**config.mk**
```make
export PLATFORM = sky130hd
export DESIGN_NAME = pbqm_top
export DESIGN_NICKNAME = d
export VERILOG_FILES = /design/src/pbqm_pkg.sv /design/src/pkt_queue.sv /design/src/pbqm_top.sv
export SDC_FILE = /design/constraint.sdc
export NUM_CORES = 1
export LEC_CHECK = 0
export ABC_CLOCK_PERIOD_IN_PS = 15600
export BUFFER_PORTS_ARGS = -buffer_cell sky130_fd_sc_hd__buf_4
export CORE_AREA = 4 4 290 221
export DETAILED_ROUTE_END_ITERATION = 16
export DIE_AREA = 0 0 294 225
export PLACE_DENSITY = 0.68
export SYNTH_ARGS = -nofsm -noshare
export SYNTH_HDL_FRONTEND = slang
export SYNTH_HIERARCHICAL = 1
export SYNTH_SLANG_ARGS = --single-unit
```
**constraint.sdc**
```tcl
create_clock -name clk_i -period 15.6 [get_ports clk_i]
set_input_delay 0.78 -clock clk_i [delete_from_list [all_inputs] [get_ports clk_i]]
set_output_delay 0.78 -clock clk_i [all_outputs]
set_load 0.1 [all_outputs]
```
**src/pbqm_pkg.sv**
```systemverilog
// Constants, register map and state codes of the packet buffer manager.
// Assumes a 32-bit register bus and word-wide packet memory.
package pbqm_pkg;
	// Memory geometry
	localparam int NPKT = 16; // Packet numbers available
	localparam int PKT_W = 4; // Width of a packet number
	localparam int PAGE_SH = 6; // Words per page as a shift
	localparam int BYTE_SH = 8; // Bytes per page as a shift
	localparam int MAX_PAGES = 8; // Pages one packet may own
	localparam int PG_W = 4; // Width of a per-packet page count
	localparam int FREE_W = 8; // Width of the free page count
	localparam int WOFS_W = 10; // Logical word offset, with overflow bit
	localparam int ADDR_W = 13; // Physical word address width
	localparam logic [FREE_W-1:0] TOTAL_PAGES = 8'h80; // Whole memory

	// Fixed words at the head of every receive packet
	localparam logic [WOFS_W-1:0] STAT_WORD = 10'h000;
	localparam logic [WOFS_W-1:0] CNT_WORD = 10'h001;
	localparam logic [WOFS_W-1:0] DATA_WORD = 10'h002;

	// Register byte offsets
	localparam logic [7:0] REG_CMD = 8'h00;
	localparam logic [7:0] REG_CTRL = 8'h04;
	localparam logic [7:0] REG_STAT = 8'h08;
	localparam logic [7:0] REG_PNR = 8'h0C;
	localparam logic [7:0] REG_PORTS = 8'h10;
	localparam logic [7:0] REG_RSV = 8'h14;
	localparam logic [7:0] REG_FREE = 8'h18;
	localparam logic [7:0] REG_LINK = 8'h1C;

	// Control register bits
	localparam int CTRL_TXGO = 0;
	localparam int CTRL_RXGO = 1;
	localparam int CTRL_SELF = 2;
	localparam int CTRL_RXIE = 3;
	localparam int CTRL_HALF = 4;
	localparam logic [4:0] CTRL_RST = 5'h00;
	localparam logic [FREE_W-1:0] RSV_RST = 8'h00;

	// Status register bits
	localparam int ST_ALLOC = 0;
	localparam int ST_TXDONE = 1;
	localparam int ST_DRAIN = 2;
	localparam int ST_RXRDY = 3;
	localparam int ST_AFAIL = 4;
	localparam int ST_ARES = 8;

	// Queue port register fields
	localparam int PO_TXH = 0;
	localparam int PO_TXE = 7;
	localparam int PO_RXH = 8;
	localparam int PO_RXE = 15;

	// Command register: code in low bits, byte length above
	localparam int CMD_LEN = 16;
	localparam logic [2:0] CMD_ALLOC = 3'h1;
	localparam logic [2:0] CMD_ENQ = 3'h2;
	localparam logic [2:0] CMD_RXREL = 3'h3;
	localparam logic [2:0] CMD_REL = 3'h4;
	localparam logic [2:0] CMD_TXACK = 3'h5;

	// Receive sequencer states
	typedef enum logic [4:0] {
		R_IDLE = 5'b00001,
		R_DATA = 5'b00010,
		R_DROP = 5'b00100,
		R_STAT = 5'b01000,
		R_CNT = 5'b10000
	} rx_st_e;
endpackage : pbqm_pkg

```
**src/pkt_queue.sv**
```systemverilog
// Queue of packet numbers with push and pop in the same cycle.
// Assumes the caller never pushes when full nor pops when empty.
`timescale 1ns/1ps
module pkt_queue #(
	parameter int W = 4,
	parameter int DEPTH = 16,
	parameter int AW = 4
) (
	input wire logic clk_i,
	input wire logic rst_i,
	input wire logic ce_i,
	input wire logic push_i,
	input wire logic [W-1:0] data_i,
	input wire logic pop_i,
	output logic [W-1:0] data_o,
	output logic empty_o,
	output logic full_o
);
	logic [W-1:0] mem_q [DEPTH]; // Entry storage
	logic [AW-1:0] wp_q; // Write index
	logic [AW-1:0] rp_q; // Read index
	logic [AW:0] cnt_q; // Entries held

	// Storage needs no reset; the indices define contents
	always_ff @(posedge clk_i) begin
		if (ce_i && push_i) begin
			mem_q[wp_q] <= data_i;
		end
	end

	// Indices and fill count
	always_ff @(posedge clk_i) begin
		if (rst_i) begin
			wp_q <= '0;
			rp_q <= '0;
			cnt_q <= '0;
		end else if (ce_i) begin
			if (push_i) begin
				wp_q <= (wp_q == AW'(DEPTH - 1)) ? '0 : wp_q + 1'b1;
			end
			if (pop_i) begin
				rp_q <= (rp_q == AW'(DEPTH - 1)) ? '0 : rp_q + 1'b1;
			end
			cnt_q <= cnt_q + {{AW{1'b0}}, push_i} - {{AW{1'b0}}, pop_i};
		end
	end

	assign data_o = mem_q[rp_q];
	assign empty_o = (cnt_q == '0);
	assign full_o = (cnt_q == (AW+1)'(DEPTH));
endmodule : pkt_queue

```
**src/pbqm_top.sv**
```systemverilog
// Packet buffer manager: allocation, transmit and receive queues.
// Assumes an AHB-Lite master and a MAC engine synchronous to clk_i.
// Function
// - Allocate command reserves memory, reports packet number
// - Enqueue copies packet number into transmit queue
// - Transmit only with go bit and deferral
// - Self-free skips completion queue, frees pages
// - Done flag while completion queue non-empty
// - Drained flag while transmit queue empty
// - Failure: done flag, clear go, present number
// - Oldest completed number shown at queue port
// - Frames accepted only with receive go bit
// - Receive obtains number, extra pages when needed
// - Sequential logical addresses mapped to physical
// - Receive overrun drops frame, returns memory
// - Status word first, byte count second
// - Good CRC pushes number to receive queue
// - Bad CRC frees memory, no receive flag
// - Ready flag: receive queue non-empty and enabled
// - Remove-release pops head, frees its memory
// - Below reservation receive allocations fail
// - Zero reservation: whole memory first-come
// - Raised reservation spares frames in progress
//
// Design decisions made here: the placing of the registers and the AHB-Lite interface to the registers.
`timescale 1ns/1ps
module pbqm_top import pbqm_pkg::*; (
	input wire logic clk_i,
	input wire logic rst_i,
	input wire logic ce_i,
	input wire logic hsel_i,
	input wire logic [31:0] haddr_i,
	input wire logic [1:0] htrans_i,
	input wire logic hwrite_i,
	input wire logic [2:0] hsize_i,
	input wire logic [31:0] hwdata_i,
	input wire logic hready_i,
	output logic [31:0] hrdata_o,
	output logic hreadyout_o,
	output logic hresp_o,
	output logic tx_req_o,
	output logic [PKT_W-1:0] tx_pkt_o,
	input wire logic tx_defer_ok_i,
	input wire logic tx_done_i,
	input wire logic tx_ok_i,
	input wire logic [15:0] tx_status_i,
	input wire logic rx_start_i,
	input wire logic rx_word_valid_i,
	input wire logic [31:0] rx_word_i,
	input wire logic rx_end_i,
	input wire logic rx_crc_ok_i,
	input wire logic [15:0] rx_status_i,
	input wire logic [15:0] rx_bytes_i,
	output logic rx_drop_o,
	output logic mem_we_o,
	output logic [ADDR_W-1:0] mem_addr_o,
	output logic [31:0] mem_wdata_o
);
	// Register state
	logic [4:0] ctrl_q; // Go bits and options
	logic [PKT_W-1:0] pnr_q; // packet_number_reg
	logic [FREE_W-1:0] rsv_q; // Pages reserved for transmit
	logic [FREE_W-1:0] free_q; // Free pages
	logic [15:0] link_q; // link_side_status_reg
	logic alloc_done_q, alloc_fail_q; // Allocation result flags
	logic [PKT_W-1:0] ares_q; // Allocation result location
	logic tx_done_q, drain_q, rx_rdy_q; // Queue flags
	// Bus data phase
	logic wr_q; // Write data phase pending
	logic [7:0] waddr_q; // Its byte address
	logic [31:0] rd_d; // Read data for the address phase
	// Allocator
	logic pend_q; // Host allocation waiting
	logic [8:0] need_q; // Pages it needs
	logic [NPKT-1:0] used_q; // Packet numbers in use
	logic [PG_W-1:0] pages_q [NPKT]; // Pages owned per number
	logic [PKT_W-1:0] fnum; // Lowest free number
	logic fany; // Some number is free
	logic [NPKT-1:0] free_mask; // Numbers released this cycle
	logic [FREE_W-1:0] pg_back; // Pages they return
	logic [FREE_W-1:0] pg_take; // Pages granted this cycle
	logic a_try, a_ok; // Host allocation attempt and success
	// Transmit
	logic tx_busy_q; // Packet handed to the MAC
	logic tx_issue, tx_end; // Hand-off and completion events
	logic tq_empty, tq_full, dq_empty, dq_full;
	logic dq_push;
	logic [PKT_W-1:0] tq_head, dq_head;
	// Receive
	rx_st_e rst_q; // Receive sequencer
	logic [PKT_W-1:0] rx_pkt_q; // Number of the frame in progress
	logic [WOFS_W-1:0] wofs_q; // Logical word offset
	logic crc_q; // Latched frame verdict
	logic [15:0] rstat_q, rbytes_q;
	logic rx_take, rx_pg, rx_ovr, rx_word;
	logic rq_push, rq_empty, rq_full;
	logic [PKT_W-1:0] rq_head;
	// Decoded host commands
	logic cmd_wr;
	logic [2:0] cmd;
	logic c_enq, c_rxrel, c_rel, c_ack;

	assign cmd_wr = ce_i && wr_q && (waddr_q == REG_CMD);
	assign cmd = hwdata_i[2:0];
	assign c_enq = cmd_wr && (cmd == CMD_ENQ) && !tq_full;
	assign c_rxrel = cmd_wr && (cmd == CMD_RXREL) && !rq_empty;
	assign c_rel = cmd_wr && (cmd == CMD_REL) && used_q[pnr_q];
	assign c_ack = cmd_wr && (cmd == CMD_TXACK) && !dq_empty;

	// Bus slave: always ready, OKAY, read data taken at address phase
	always_ff @(posedge clk_i) begin
		if (rst_i) begin
			wr_q <= 1'b0;
			waddr_q <= 8'h00;
			hrdata_o <= 32'h0000_0000;
			hreadyout_o <= 1'b1;
			hresp_o <= 1'b0;
		end else if (ce_i) begin
			wr_q <= hsel_i && htrans_i[1] && hready_i && hwrite_i;
			waddr_q <= haddr_i[7:0];
			if (hsel_i && htrans_i[1] && hready_i && !hwrite_i) begin
				hrdata_o <= rd_d;
			end
		end
	end

	// Read multiplexer; unmapped words read as zero
	always_comb begin
		rd_d = 32'h0000_0000;
		case (haddr_i[7:0])
			REG_CTRL: rd_d[4:0] = ctrl_q;
			REG_STAT: begin
				rd_d[ST_ALLOC] = alloc_done_q;
				rd_d[ST_TXDONE] = tx_done_q;
				rd_d[ST_DRAIN] = drain_q;
				rd_d[ST_RXRDY] = rx_rdy_q;
				rd_d[ST_AFAIL] = alloc_fail_q;
				rd_d[ST_ARES +: PKT_W] = ares_q;
			end
			REG_PNR: rd_d[PKT_W-1:0] = pnr_q;
			REG_PORTS: begin
				rd_d[PO_TXH +: PKT_W] = dq_head;
				rd_d[PO_TXE] = dq_empty;
				rd_d[PO_RXH +: PKT_W] = rq_head;
				rd_d[PO_RXE] = rq_empty;
			end
			REG_RSV: rd_d[FREE_W-1:0] = rsv_q;
			REG_FREE: rd_d[FREE_W-1:0] = free_q;
			REG_LINK: rd_d[15:0] = link_q;
			default: rd_d = 32'h0000_0000;
		endcase
	end

	// Software-written registers; a transmit failure beats a go write
	always_ff @(posedge clk_i) begin
		if (rst_i) begin
			ctrl_q <= CTRL_RST;
			pnr_q <= '0;
			rsv_q <= RSV_RST;
		end else if (ce_i) begin
			if (wr_q && waddr_q == REG_CTRL) begin
				ctrl_q <= hwdata_i[4:0];
			end
			if (wr_q && waddr_q == REG_PNR) begin
				pnr_q <= hwdata_i[PKT_W-1:0];
			end
			if (wr_q && waddr_q == REG_RSV) begin
				rsv_q <= hwdata_i[FREE_W-1:0];
			end
			if (tx_end && !tx_ok_i) begin
				ctrl_q[CTRL_TXGO] <= 1'b0;
			end
		end
	end

	// Lowest free packet number
	always_comb begin
		fnum = '0;
		fany = 1'b0;
		for (int i = NPKT - 1; i >= 0; i--) begin
			if (!used_q[i]) begin
				fnum = PKT_W'(i);
				fany = 1'b1;
			end
		end
	end

	// Host allocation waits a cycle when the receive side takes a number
	assign a_try = ce_i && pend_q && !rx_take;
	assign a_ok = a_try && fany && (need_q <= 9'(MAX_PAGES))
		&& (9'(free_q) >= need_q);

	// Host allocation request and its result flags
	always_ff @(posedge clk_i) begin
		if (rst_i) begin
			pend_q <= 1'b0;
			need_q <= '0;
			alloc_done_q <= 1'b0;
			alloc_fail_q <= 1'b0;
			ares_q <= '0;
		end else if (ce_i) begin
			if (cmd_wr && cmd == CMD_ALLOC) begin
				pend_q <= 1'b1;
				need_q <= 9'((17'(hwdata_i[31:CMD_LEN]) + 17'hFF) >> BYTE_SH);
				if (hwdata_i[31:CMD_LEN] == 16'h0000) begin
					need_q <= 9'h001;
				end
				alloc_done_q <= 1'b0;
				alloc_fail_q <= 1'b0;
			end else if (a_try) begin
				pend_q <= 1'b0;
				if (a_ok) begin
					alloc_done_q <= 1'b1;
					ares_q <= fnum;
				end else begin
					alloc_fail_q <= 1'b1;
				end
			end
		end
	end

	// Releases gathered from every source in this cycle
	always_comb begin
		free_mask = '0;
		pg_back = '0;
		if (tx_end && tx_ok_i && ctrl_q[CTRL_SELF]) begin
			free_mask[tx_pkt_o] = 1'b1;
		end
		if (rx_ovr || (rst_q == R_CNT && !crc_q)) begin
			free_mask[rx_pkt_q] = 1'b1;
		end
		if (c_rxrel) begin
			free_mask[rq_head] = 1'b1;
		end
		if (c_rel) begin
			free_mask[pnr_q] = 1'b1;
		end
		for (int i = 0; i < NPKT; i++) begin
			if (free_mask[i]) begin
				pg_back = pg_back + FREE_W'(pages_q[i]);
			end
		end
	end

	assign pg_take = (a_ok ? FREE_W'(need_q) : '0)
		+ {{FREE_W-1{1'b0}}, rx_take} + {{FREE_W-1{1'b0}}, rx_pg};

	// Ownership table and free page count
	always_ff @(posedge clk_i) begin
		if (rst_i) begin
			used_q <= '0;
			free_q <= TOTAL_PAGES;
			for (int i = 0; i < NPKT; i++) begin
				pages_q[i] <= '0;
			end
		end else if (ce_i) begin
			free_q <= free_q - pg_take + pg_back;
			for (int i = 0; i < NPKT; i++) begin
				if (free_mask[i]) begin
					used_q[i] <= 1'b0;
					pages_q[i] <= '0;
				end
			end
			if (rx_take) begin
				used_q[fnum] <= 1'b1;
				pages_q[fnum] <= PG_W'(1);
			end else if (a_ok) begin
				used_q[fnum] <= 1'b1;
				pages_q[fnum] <= PG_W'(need_q);
			end
			if (rx_pg) begin
				pages_q[rx_pkt_q] <= pages_q[rx_pkt_q] + 1'b1;
			end
		end
	end

	// Transmit hand-off and completion
	assign tx_issue = ce_i && ctrl_q[CTRL_TXGO] && !tq_empty && !tx_busy_q
		&& (!ctrl_q[CTRL_HALF] || tx_defer_ok_i);
	assign tx_end = ce_i && tx_busy_q && tx_done_i;
	assign dq_push = tx_end && !(tx_ok_i && ctrl_q[CTRL_SELF]);

	// One packet at a time goes to the MAC
	always_ff @(posedge clk_i) begin
		if (rst_i) begin
			tx_busy_q <= 1'b0;
			tx_req_o <= 1'b0;
			tx_pkt_o <= '0;
			link_q <= 16'h0000;
		end else if (ce_i) begin
			tx_req_o <= tx_issue;
			if (tx_issue) begin
				tx_busy_q <= 1'b1;
				tx_pkt_o <= tq_head;
			end else if (tx_end) begin
				tx_busy_q <= 1'b0;
				link_q <= tx_status_i;
			end
		end
	end

	// Queue flags follow queue contents one cycle later
	always_ff @(posedge clk_i) begin
		if (rst_i) begin
			tx_done_q <= 1'b0;
			drain_q <= 1'b1;
			rx_rdy_q <= 1'b0;
		end else if (ce_i) begin
			tx_done_q <= !dq_empty;
			drain_q <= tq_empty;
			rx_rdy_q <= !rq_empty && ctrl_q[CTRL_RXIE];
		end
	end

	// Receive events; later pages only need any free page, so frames
	// already running finish even if the reservation was raised
	assign rx_take = ce_i && rst_q == R_IDLE && rx_start_i
		&& ctrl_q[CTRL_RXGO] && fany && (free_q > rsv_q);
	assign rx_word = ce_i && rst_q == R_DATA && rx_word_valid_i;
	assign rx_ovr = rx_word && (wofs_q[WOFS_W-1]
		|| ({1'b0, wofs_q[WOFS_W-2:PAGE_SH]} == pages_q[rx_pkt_q]
		&& free_q == '0));
	assign rx_pg = rx_word && !rx_ovr
		&& {1'b0, wofs_q[WOFS_W-2:PAGE_SH]} == pages_q[rx_pkt_q];
	assign rq_push = ce_i && rst_q == R_CNT && crc_q;

	// Receive sequencer and packet memory writes
	always_ff @(posedge clk_i) begin
		if (rst_i) begin
			rst_q <= R_IDLE;
			rx_pkt_q <= '0;
			wofs_q <= '0;
			crc_q <= 1'b0;
			rstat_q <= 16'h0000;
			rbytes_q <= 16'h0000;
			rx_drop_o <= 1'b0;
			mem_we_o <= 1'b0;
			mem_addr_o <= '0;
			mem_wdata_o <= 32'h0000_0000;
		end else if (ce_i) begin
			rx_drop_o <= rx_ovr;
			mem_we_o <= 1'b0;
			case (rst_q)
				R_IDLE: begin
					wofs_q <= DATA_WORD;
					if (rx_take) begin
						rx_pkt_q <= fnum;
						rst_q <= R_DATA;
					end else if (rx_start_i) begin
						rst_q <= R_DROP;
					end
				end
				R_DATA: begin
					if (rx_ovr) begin
						rst_q <= R_DROP;
					end else begin
						if (rx_word) begin
							mem_we_o <= 1'b1;
							mem_addr_o <= {rx_pkt_q,
								wofs_q[WOFS_W-2:0]};
							mem_wdata_o <= rx_word_i;
							wofs_q <= wofs_q + 1'b1;
						end
						if (rx_end_i) begin
							crc_q <= rx_crc_ok_i;
							rstat_q <= rx_status_i;
							rbytes_q <= rx_bytes_i;
							rst_q <= R_STAT;
						end
					end
				end
				// Rest of a refused or overrun frame is ignored
				R_DROP: begin
					if (rx_end_i) begin
						rst_q <= R_IDLE;
					end
				end
				R_STAT: begin
					mem_we_o <= 1'b1;
					mem_addr_o <= {rx_pkt_q, STAT_WORD[WOFS_W-2:0]};
					mem_wdata_o <= {16'h0000, rstat_q};
					rst_q <= R_CNT;
				end
				R_CNT: begin
					mem_we_o <= 1'b1;
					mem_addr_o <= {rx_pkt_q, CNT_WORD[WOFS_W-2:0]};
					mem_wdata_o <= {16'h0000, rbytes_q};
					rst_q <= R_IDLE;
				end
				default: rst_q <= R_IDLE;
			endcase
		end
	end

	// Transmit queue, completion queue, receive queue
	pkt_queue #(.W(PKT_W), .DEPTH(NPKT), .AW(PKT_W)) u_txq (
		.clk_i(clk_i), .rst_i(rst_i), .ce_i(ce_i),
		.push_i(c_enq), .data_i(pnr_q),
		.pop_i(tx_issue), .data_o(tq_head),
		.empty_o(tq_empty), .full_o(tq_full));
	pkt_queue #(.W(PKT_W), .DEPTH(NPKT), .AW(PKT_W)) u_doneq (
		.clk_i(clk_i), .rst_i(rst_i), .ce_i(ce_i),
		.push_i(dq_push && !dq_full), .data_i(tx_pkt_o),
		.pop_i(c_ack), .data_o(dq_head),
		.empty_o(dq_empty), .full_o(dq_full));
	pkt_queue #(.W(PKT_W), .DEPTH(NPKT), .AW(PKT_W)) u_rxq (
		.clk_i(clk_i), .rst_i(rst_i), .ce_i(ce_i),
		.push_i(rq_push && !rq_full), .data_i(rx_pkt_q),
		.pop_i(c_rxrel), .data_o(rq_head),
		.empty_o(rq_empty), .full_o(rq_full));
endmodule : pbqm_top

```
* After elaboration in Yosys (flattened, before gate mapping)
Memories as Yosys holds them, arrays and structs flattened. A register that Yosys moved wholly into a read port is not among the register bits. Index checks and enable logic that the tools add are counted.
Word-level totals: register bits after elaboration 241, latch bits 0, RAM bits 256, bits in read-only memories 0, output and inout bits 86, logic and storage cells 529, memories 4
Memory list:
- pages_q | depth 16, width 4, read ports 17, clocked after Yosys merged registers in 1, write ports 18, RTL line pbqm_top.sv:76 | logic [PG_W-1:0] pages_q [NPKT];
- u_doneq.mem_q | depth 16, width 4, read ports 1, clocked after Yosys merged registers in 1, write ports 1, RTL line pkt_queue.sv:19 | logic [W-1:0] mem_q [DEPTH];
- u_rxq.mem_q | depth 16, width 4, read ports 1, clocked after Yosys merged registers in 1, write ports 1, RTL line pkt_queue.sv:19
- u_txq.mem_q | depth 16, width 4, read ports 1, clocked after Yosys merged registers in 1, write ports 1, RTL line pkt_queue.sv:19
Operators by class: $add $sub $neg 34, multiply operators 0, div/mod/pow operators 0, $lt $le $gt $ge 13, equal/unequal tests 36, shift-type cells 0, mux-type cells 267, bitwise gates (word level) 24, reduce and logical (&&, ||, !) cells 112
Operators with widths (number):
- $mux 4 | 46
- $mux 1 | 169
- $mux 8 | 16
- $add 8x4->8 | 15
- $mux 16 | 6
- $pmux 32 s3 | 1
- $mux 32 | 2
- $or 16x16->16 | 4
- $logic_and 1x1->1 | 59
- $eq 8x5->1 const B | 5
- $pmux 13 s3 | 1
- $add 4x1->4 const B | 7
- $pmux 4 s7 | 1
- $reduce_and 2->1 | 14
- $mux 13 | 2
- $lt 4x5->1 const B | 5
- $mux 5 | 5
- $eq 4x4->1 const B | 6
- $eq 8x4->1 const B | 3
- $demux 1 s4 | 5
- $eq 5x5->1 const B | 4
- $ge 4x1->1 const B | 5
- $mux 10 | 2
- $pmux 10 s2 | 1
- 43 further kinds | 102

* Depth between registers and ports, before layout
Gate-level depths: netlist (run 1).
depth after elaboration 43, mapped depth 83, depth with buffers taken out 83

* Hierarchy
Netlist (run 1), hierarchy kept.
Modules (own cells, without submodules):
- pbqm_top | instances 1, cells each 2304, area each 18780.5 sq um, seq. area each 6125.9 sq um
- pkt_queue at u_rxq ... | instances 2, cells each 218, area each 3435.8 sq um, seq. area each 2262.2 sq um
- pkt_queue at u_doneq | instances 1, cells each 221, area each 3448.3 sq um, seq. area each 2262.2 sq um

* Worst setup path after synthesis (run 1)
OpenSTA, ideal clock, no wires.
kind input-to-reg, from input ce_i, to register free_q[7], setup time 0.137 ns, arrival time 15.771 ns, required time 15.463 ns, slack -0.308 ns, stages 67, path buffers 2, cell sequence clkbuf_1 -> nand4bb_1 -> or4_1 -> buf_2 -> or4_4 -> o21ai_1 -> a31o_2 -> inv_2 -> nand2_1 -> and2_1 -> ha_1 -> inv_1 -> fa_1 -> a21oi_2 -> inv_1 -> fa_1 -> nand2_1 -> o21ai_2 -> (+31 left out) -> fa_1 -> mux2i_1 -> inv_2 -> fa_1 -> nand2_1 -> o21ai_1 -> fa_1 -> inv_1 -> ha_1 -> a21o_1 -> a21o_1 -> a21o_1 -> a21oi_1 -> o21bai_1 -> a21oi_1 -> xnor2_1 -> and3_1 -> o21ai_0
On the way: longest elaborated chain between the ends 43, elaborated cells between the ends (all ways) 71, classes of those cells add/sub: 19; mux: 21; bitwise: 3; reduce/logical: 28
RTL lines:
- from (decl) | RTL line pbqm_top.sv:30 | input wire logic ce_i,
- $logic_and 1x1->1 (2 in series) | RTL line pbqm_top.sv:280 | assign tx_end = ce_i && tx_busy_q && tx_done_i;
- $logic_and 1x1->1 (2 in series) | RTL line pbqm_top.sv:226 | if (tx_end && tx_ok_i && ctrl_q[CTRL_SELF]) begin
- $mux 16 | RTL line pbqm_top.sv:226
- $or 16x16->16 (no source line)
- $mux 16 | RTL line pbqm_top.sv:229 | if (rx_ovr || (rst_q == R_CNT && !crc_q)) begin
- $or 16x16->16 (no source line)
- $mux 16 | RTL line pbqm_top.sv:232 | if (c_rxrel) begin
- $or 16x16->16 (no source line)
- (+25 left out)
- $mux 8 | RTL line pbqm_top.sv:239 | if (free_mask[i]) begin
- $add 8x4->8 | RTL line pbqm_top.sv:240 | pg_back = pg_back + FREE_W'(pages_q[i]);
- $mux 8 | RTL line pbqm_top.sv:239
- $add 8x4->8 | RTL line pbqm_top.sv:240
- $mux 8 | RTL line pbqm_top.sv:239
- $add 8x4->8 | RTL line pbqm_top.sv:240
- $mux 8 | RTL line pbqm_top.sv:239
- $add 8x8->8 | RTL line pbqm_top.sv:257 | free_q <= free_q - pg_take + pg_back;
- to (signal assigned) | RTL line pbqm_top.sv:257
- to (decl) | RTL line pbqm_top.sv:63 | logic [FREE_W-1:0] free_q;
Parallel ways exist; a longest one is shown, timed or not. A chain may end at the register's enable or synchronous reset.

==> key figures, run 1 <==
Run status
  • Violated checks: setup timing
  • Outcome: finished with violations

Pwr
  • Power Density: around 84 nW/um^2
  • VDD IR-drop max: between 0.1 and 0.15 mV
  • Total power: ~3.0 mW
  • Leakage power: between 10 and 15 nW

Setup path
  • Worst-path fanout max: 6
  • Crit-path most repeated cell: fa_1
  • Slowest CP cell: fa_2
  • Data arrival, critical path: 16.14 ns
  • Critical path capture point type: register
  • Buf/Inv on CP: 11
  • WP data required: ~16 ns
  • CP peak stage delay: roughly 0.60 ns
  • Crit Path Class: reg -> reg
  • CP delay by family, top: adder cells
  • Startpoint types: register

Clock tree
  • Sink Count: approximately 520
  • Worst-path clk slew: 0.07 ns
  • Clock tree buffer depth: 3
  • CTS tree: done
  • CTS Buf Count: slightly above 50
  • Clk_lat worst skew: roughly 0.62 ns
  • H-tree levels: 2
  • Clock root cell: clkbuf_16

GRT
  • Overflow after GRT: 0
  • Vias in the first global route: 24700
  • First-pass GRT wire length: about 140000 um
  • Gr usage total: 0.268
  • Antenna violations before repair: 2
  • Largest net degree at the start of global routing: 98

Timing
  • Post-layout minimum cycle time: approximately 16 ns
  • RSZ-0062 raised after global routing: true
  • Rel. slew slack: 0.161
  • Max Slew Vio Count: 0
  • Final Setup Violations: 3
  • Setup ws final: -0.0725 ns
  • Final Cycle Share: 1.00
  • Hold Vio Cnt, Final: 0
  • Setup TNS: -0.164 ns
  • Clock skew: around 0.029 ns
  • Fmax: 63.8 MHz
  • Transition time of the tightest slew-check pin: about 1.2 ns

Final layout
  • Layout cells sized above 1: 0.228
  • Area Growth Syn to Fin: 22.7%
  • # fillers: 5100
  • Fin nets: approximately 3700
  • Fin area: about 36000 um^2
  • Antenna cells: 0

Logic synthesis
  • Share of the yosys chip area belonging to registers: 0.444
  • Main synth FF type: dfxtp_1
  • Synth cell types: 103
  • Yosys warns: 6
  • Synth Instances: roughly 3000
  • Number of synthesized flops with an enable pin: approximately 260
  • Average instance area after synthesis: 9.83 um^2
  • FFs w/ async S/R, synth: 0
  • #FFs+latches synth: around 520
  • Cell area after synthesis: between 20000 and 30000 um^2

Floorplanning
  • CORE AREA: about 61000 um^2
  • # IOs: between 200 and 250
  • Standard-cell rows: just under 80
  • Die area: around 66000 um^2
  • Die H: 225 um
  • Die width: roughly 290 um
  • Initial Utilization: 0.474

Placement
  • GP Congestion: just under 1
  • Port Buffers: about 190
  • Cell Area, Placed: 33100 um^2
  • Hpwl dp: around 69000 um
  • Setup WS pre-CTS: -0.861 ns

Drt
  • 1st-pass router iterations: 7
  • Highest routed layer: met5
  • DR vias: approximately 25000
  • Met3 WL post-DR: between 9000 and 10000 um
  • Final wirelength: a little over 90000 um
  • DRT iter0 DRCs: ~2500
  • Vias per cell: approximately 6.0
  • Metal2 WL: a little over 40000 um
  • Wl on met1: around 39000 um
  • DRT antenna net count: 0
  • DRC: 0
  • DR WL/cell: roughly 22 um

Run
  • Max-cap violations: 0

Min path
  • Worst Hold Class: in -> reg
## cell families (layout without fill, tap and decap cells)
family | after synthesis | count (layout) | synth area share
AND/OR/NAND/NOR | 1118 | 1118 | 0.180
XOR/XNOR | 84 | 84 | 0.0292
adder cells (fa/ha/maj) | 159 | 159 | 0.0753
other | 2 | 21 | 0.000258
flip-flops | 517 | 517 | 0.444
multiplexers | 155 | 155 | 0.0874
buffers and inverters | 304 | 755 | 0.0450
AO/OA/AOI/OAI | 622 | 622 | 0.139
## per-stage QoR
stage          std cells   util  hold slack, ns
2_1_floorplan       2980      -           0.433
3_3_place_gp        4110  0.540           0.440
3_5_place_dp        4110  0.540           0.446
4_1_cts             4229  0.577           0.383
5_1_grt             4241  0.582           0.404
6_report            4241  0.582           0.406
## worst reg2reg max path: cells and delay by family, from the launching register on
kind	cells	cell delay, ns
fa+ha+maj	18	7.97
compound gates	15	2.46
mux	7	1.62
simple gates	13	1.62
buf+inv	11	1.00
xor+xnor	3	0.49
flops	1	0.39
## power by group
group | switching (mW) | internal (mW)
clock | 0.550 | 0.736
combinational | 0.150 | 0.124
sequential | 0.0193 | 1.43
## registers in the layout (all words and copies together), names as in the netlist, 8 cells and up, named ones only
signal         flops
rstat_q           16
mem_wdata_o       32
mem_addr_o        13
free_q             8
hrdata_o          16
u_txq/mem_q       64
link_q            16
used_q            16
rbytes_q          16
rsv_q              8
pages_q           64
waddr_q            8
u_doneq/mem_q     64
wofs_q            10
u_rxq/mem_q       64
need_q             9
## cell usage in the layout, fill, tap and decap left out, types with 12 or more instances in the layout
| cell | n |
|---|---|
| a211oi_1 | 21 |
| a21o_1 | 32 |
| a21oi_1 | 201 |
| a21oi_2 | 14 |
| a22oi_1 | 57 |
| a311oi_1 | 24 |
| a31oi_1 | 18 |
| and2_1 | 20 |
| and3_1 | 12 |
| buf_4 | 510 |
| clkbuf_16 | 56 |
| conb_1 | 21 |
| dfxtp_1 | 259 |
| edfxtp_1 | 256 |
| fa_1 | 21 |
| ha_1 | 118 |
| ha_4 | 13 |
| inv_1 | 129 |
| inv_2 | 12 |
| mux2i_1 | 73 |
| mux4_1 | 41 |
| mux4_2 | 22 |
| nand2_1 | 388 |
| nand2b_1 | 50 |
| nand3_1 | 115 |
| nand4_1 | 52 |
| nor2_1 | 267 |
| nor2b_1 | 50 |
| nor3_1 | 47 |
| nor4_1 | 12 |
| o211ai_1 | 15 |
| o21ai_0 | 89 |
| o21ai_1 | 19 |
| or3_1 | 14 |
| xnor2_1 | 35 |
| xor2_1 | 33 |
## metal layers
metal	up-vias	global-route usage
met5	-	0
met2	1193	0.419
met1	12400	0.377
met4	4	0.0788
met3	212	0.0616
li1	11600	-
## repair_timing
action | 4_1_cts | 5_1_grt
gates cloned | 1 | 0
setup endpoints to repair | 6 | 7
gates resized for setup | 81 | 45
setup buffers | 22 | 14
pin swaps | 68 | 59
hold buffers | 0 | 0
## synth_stat cells, drive strengths merged (9+ instances only)
| cell | count | area, um^2 |
|---|---|---|
| o21ai | 118 | 594 |
| or3 | 14 | 87.6 |
| mux4 | 63 | 1600 |
| xor2 | 36 | 323 |
| nand3 | 116 | 586 |
| ha | 132 | 1650 |
| buf | 49 | 352 |
| fa | 27 | 541 |
| clkbuf | 113 | 424 |
| nand2b | 50 | 313 |
| and3 | 12 | 75.1 |
| nor3 | 50 | 255 |
| mux2i | 76 | 761 |
| a31oi | 18 | 113 |
| a311oi | 24 | 210 |
| xnor2 | 43 | 410 |
| a222oi | 11 | 110 |
| and2 | 22 | 138 |
| a22oi | 64 | 485 |
| mux2 | 16 | 184 |
| a211oi | 21 | 158 |
| a21o | 32 | 240 |
| or2 | 10 | 62.6 |
| nand2 | 396 | 1490 |
| edfxtp | 256 | 7690 |
| a21oi | 218 | 1100 |
| dfxtp | 261 | 5230 |
| inv | 141 | 529 |
| o211ai | 17 | 138 |
| nor4 | 15 | 93.8 |
| or4 | 9 | 71.3 |
| nor2 | 272 | 1020 |
| nor3b | 11 | 82.6 |
| nor2b | 54 | 338 |
| nand4 | 53 | 338 |
## layout make-up
type | count | area (um^2) | share of cell area
multi-input combinational | 2159 | 15500 | 0.435
sequential | 517 | 12900 | 0.362
timing repair buffer | 517 | 3950 | 0.111
clock buffer | 65 | 1460 | 0.0407
tap | 810 | 1010 | 0.0284
inverter | 142 | 533 | 0.0149
clock inverter | 31 | 318 | 0.00890
## worst paths after layout
kind	from	endpoint	slack, ns	cells past startpoint
min	hwdata_i[5]	rsv_q[5]	0.41	3
min reg2reg	rbytes_q[12]	rbytes_q[12]	0.45	2
max	register	free_q[5]	-0.07	67
max reg2reg	register	free_q[5]	-0.07	67
Power figures use the tool's default switching activity.
==> run 2: changes to the inputs <==
CELL_PAD_IN_SITES_DETAIL_PLACEMENT = 1   (was not set)
CELL_PAD_IN_SITES_GLOBAL_PLACEMENT = 1   (was not set)
CORE_AREA = 4 4 306 233   (was 4 4 290 221)
DIE_AREA = 0 0 310 237   (was 0 0 294 225)
PLACE_DENSITY = not set   (was 0.68)
PLACE_DENSITY_LB_ADDON = 0.1   (was not set)
==> run 2 against run 1 <==
Net effect:
- flip-flop and latch count stayed put
- utilization down 4.8 points
- highest routed layer is now met4
- largest power group unchanged
- via count up 2.0%
- clock power rose by 5%
- die area increased by 11%
- critical endpoint is now free_q[7]
- the flow still finishes with violations (setup timing)
- routed wire length up 19%
==> key figures, run 2 (synthesized netlist as in run 1, its figures left out) <==
Timing
  • Fmax: 62.0 MHz (-2.8%)
  • Hold Vio Cnt, Final: 0 (unchanged)
  • Final Setup Violations: 5 (+2)
  • Clock skew: 0.0496 ns (+0.0210 ns)
  • Post-layout minimum cycle time: 16.12 ns (+0.445 ns)
  • Rel. slew slack: 0.102 (-0.0591)
  • Setup ws final: -0.517 ns (-0.445 ns)
  • Transition time of the tightest slew-check pin: 1.33 ns (+0.0875 ns)
  • RSZ-0062 raised after global routing: true
  • Min Hold Slack: 0.400 ns (-0.00524 ns)
  • Final Cycle Share: 1.03 (+0.0285)
  • Max Slew Vio Count: 0 (unchanged)

Drt
  • 1st-pass router iterations: 6 (-1)
  • DRT antenna net count: 0 (unchanged)
  • DR WL/cell: 25.1 um (+16%)
  • Final wirelength: 110000 um (+19%)
  • DRT iter0 DRCs: 2223 (-9.3%)
  • DR vias: 25900 (+2.0%)
  • Vias per cell: 5.93 (-0.90%)
  • DRC: 0 (unchanged)

Clock tree
  • H-tree levels: 2 (unchanged)
  • Clock root cell: clkbuf_16
  • CTS Buf Count: 54 (+5.9%)
  • Worst-path clk slew: 0.06 ns (about the same)
  • CTS tree: done
  • Clk_lat worst skew: 0.64 ns (+0.02 ns)
  • Hold-fix buffers, CTS: 0 (unchanged)
  • Clock tree buffer depth: 3 (unchanged)
  • Sink Count: 517 (unchanged)

Setup path
  • CP peak stage delay: 0.55 ns (-0.05 ns)
  • Data arrival, critical path: 16.60 ns (+0.46 ns)
  • Slowest CP cell: or4_4
  • Buf/Inv on CP: 13 (+2)
  • Startpoint types: register
  • R2r setup slk: -0.52 ns (-0.44 ns)
  • Crit-path most repeated cell: fa_1
  • WP depth: 73 (+9.0%)
  • Worst-path fanout max: 8 (+2)
  • Crit Path Class: reg -> reg
  • CP delay by family, top: adder cells
  • WP data required: 16.08 ns (+0.02 ns)
  • Worst Reg2Reg Path Length in Cells: 73 (+9.0%)
  • Critical path capture point type: register

Pwr
  • Leakage power: 14.2 nW (+1.9%)
  • VDD IR-drop max: 0.0734 mV (-43%)
  • Power Density: 85.0 nW/um^2 (+0.86%)
  • Sequential share of power: 0.469 (-0.013)
  • Total power: 3.09 mW (+2.8%)
  • Switching share of total power: 0.244 (+0.00558)
  • Combinational power share: 0.095 (+0.004)
  • P_sw: 0.756 mW (+5.2%)
  • Clock power share: 0.436 (+0.009)
  • Internal power: 2.34 mW (+2.0%)

GRT
  • First-pass GRT wire length: 164000 um (+17%)
  • Largest net degree at the start of global routing: 85 (-13%)
  • Gr usage total: 0.289 (+0.0205)
  • Vias in the first global route: 26700 (+8.3%)
  • Antenna violations before repair: 2 (unchanged)
  • Overflow after GRT: 0 (unchanged)

Floorplanning
  • Die H: 237 um (+5.3%)
  • Initial Utilization: 0.427 (-0.0469)
  • # IOs: 248 (unchanged)
  • Die area: 73500 um^2 (+11%)
  • CORE AREA: 68100 um^2 (+11%)
  • Standard-cell rows: 83 (+5.1%)
  • Die width: 310 um (+5.4%)

Placement
  • GP Congestion: 0.930 (-5.6%)
  • Cell Area, Placed: 33500 um^2 (+1.0%)
  • Port Buffers: 193 (unchanged)
  • Hpwl dp: 82300 um (+20%)
  • Placed insts: 4221 (+2.7%)
  • Setup WS pre-CTS: -1.42 ns (-0.564 ns)

Run
  • Max-cap violations: 0 (unchanged)

Min path
  • WHS Path Cells: 3 (unchanged)
  • Worst Hold Class: in -> reg
  • Hold Path Origin: rx_bytes_i[4]

Final layout
  • Layout cells sized above 1: 0.240 (+0.0121)
  • Fin area: 36400 um^2 (+1.9%)
  • Commonest non-fill, non-tap cell in the layout: buf_4
  • Area Growth Syn to Fin: 25.0%
  • Commonest non-fill, non-tap cells in the layout: buf_4 (539), nand2_1 (388), nor2_1 (266), dfxtp_1 (260), edfxtp_1 (256)
  • Fin nets: 3750 (+1.1%)
  • Layout Cells excl Fill: 4364 (+2.9%)

Run status
  • Violated checks: setup timing
  • Outcome: finished with violations
run 2: cell count changes in the layout (fill, tap and decap cells not counted), moves of 3 or more:
cell	before	now
buf_6	2	11
ha_4	13	20
o21ai_2	8	12
clkbuf_8	3	6
nor2b_1	50	47
clkinv_2	10	3
buf_4	510	539
clkbuf_1	7	14
o21ai_1	19	14
inv_1	129	126
xor2_1	33	29
ha_1	118	112
run 2: through the flow:
stage | setup TNS, ns | util
after global routing | -4.62 | 0.534
after CTS | -1.34 | 0.527
after global placement | -2.59 | 0.492
final | -1.66 | 0.534
after detailed placement | -6.44 | 0.492
after floorplan | 0 | -
run 2: timing repair:
action,CTS,global route
setup endpoints to repair,7,7
buffers inserted,31,16
resized for setup,96,58
pin swaps,73,51
run 2: tightest hold or removal path: stages:
cell	delay, ns
buf_4	0.11
nand2_1	0.04
a21oi_1	0.05
run 2: power by group through the flow:
stage                     Clock, mW  Sequential (mW)  Combinational, mW
final                          1.35             1.45              0.295
after global routing           1.43             1.45              0.319
after CTS                      1.37             1.45              0.274
after detailed placement          0             1.48              0.261
after global placement            0             1.48              0.250
after floorplan                   0             1.47              0.143
run 2: final cells by class:
class                   count  area (um^2)
repair buffers            555         4260
multi-input cells        2159        15700
clock inverters            21          264
fillers                  7527        31700
clock buffers              77         1570
well taps                 892         1120
diodes                      1         2.50
inverters                 142          536
flip-flops and latches    517        12900
run 2: final timing paths:
kind | to
worst max-delay path | free_q[7]
worst max register to register | free_q[7]
worst min-delay path | rbytes_q[4]
worst min register to register | rstat_q[3]
run 2: routing by layer:
metal / up-vias / GRT usage / share of wire
met3: 159 / 0.0642 / 0.085
met2: 913 / 0.441 / 0.44
met1: 13200 / 0.421 / 0.45
met4: 0 / 0.0638 / 0.022
met5: - / 0 / 0
li1: 11700 / - / -
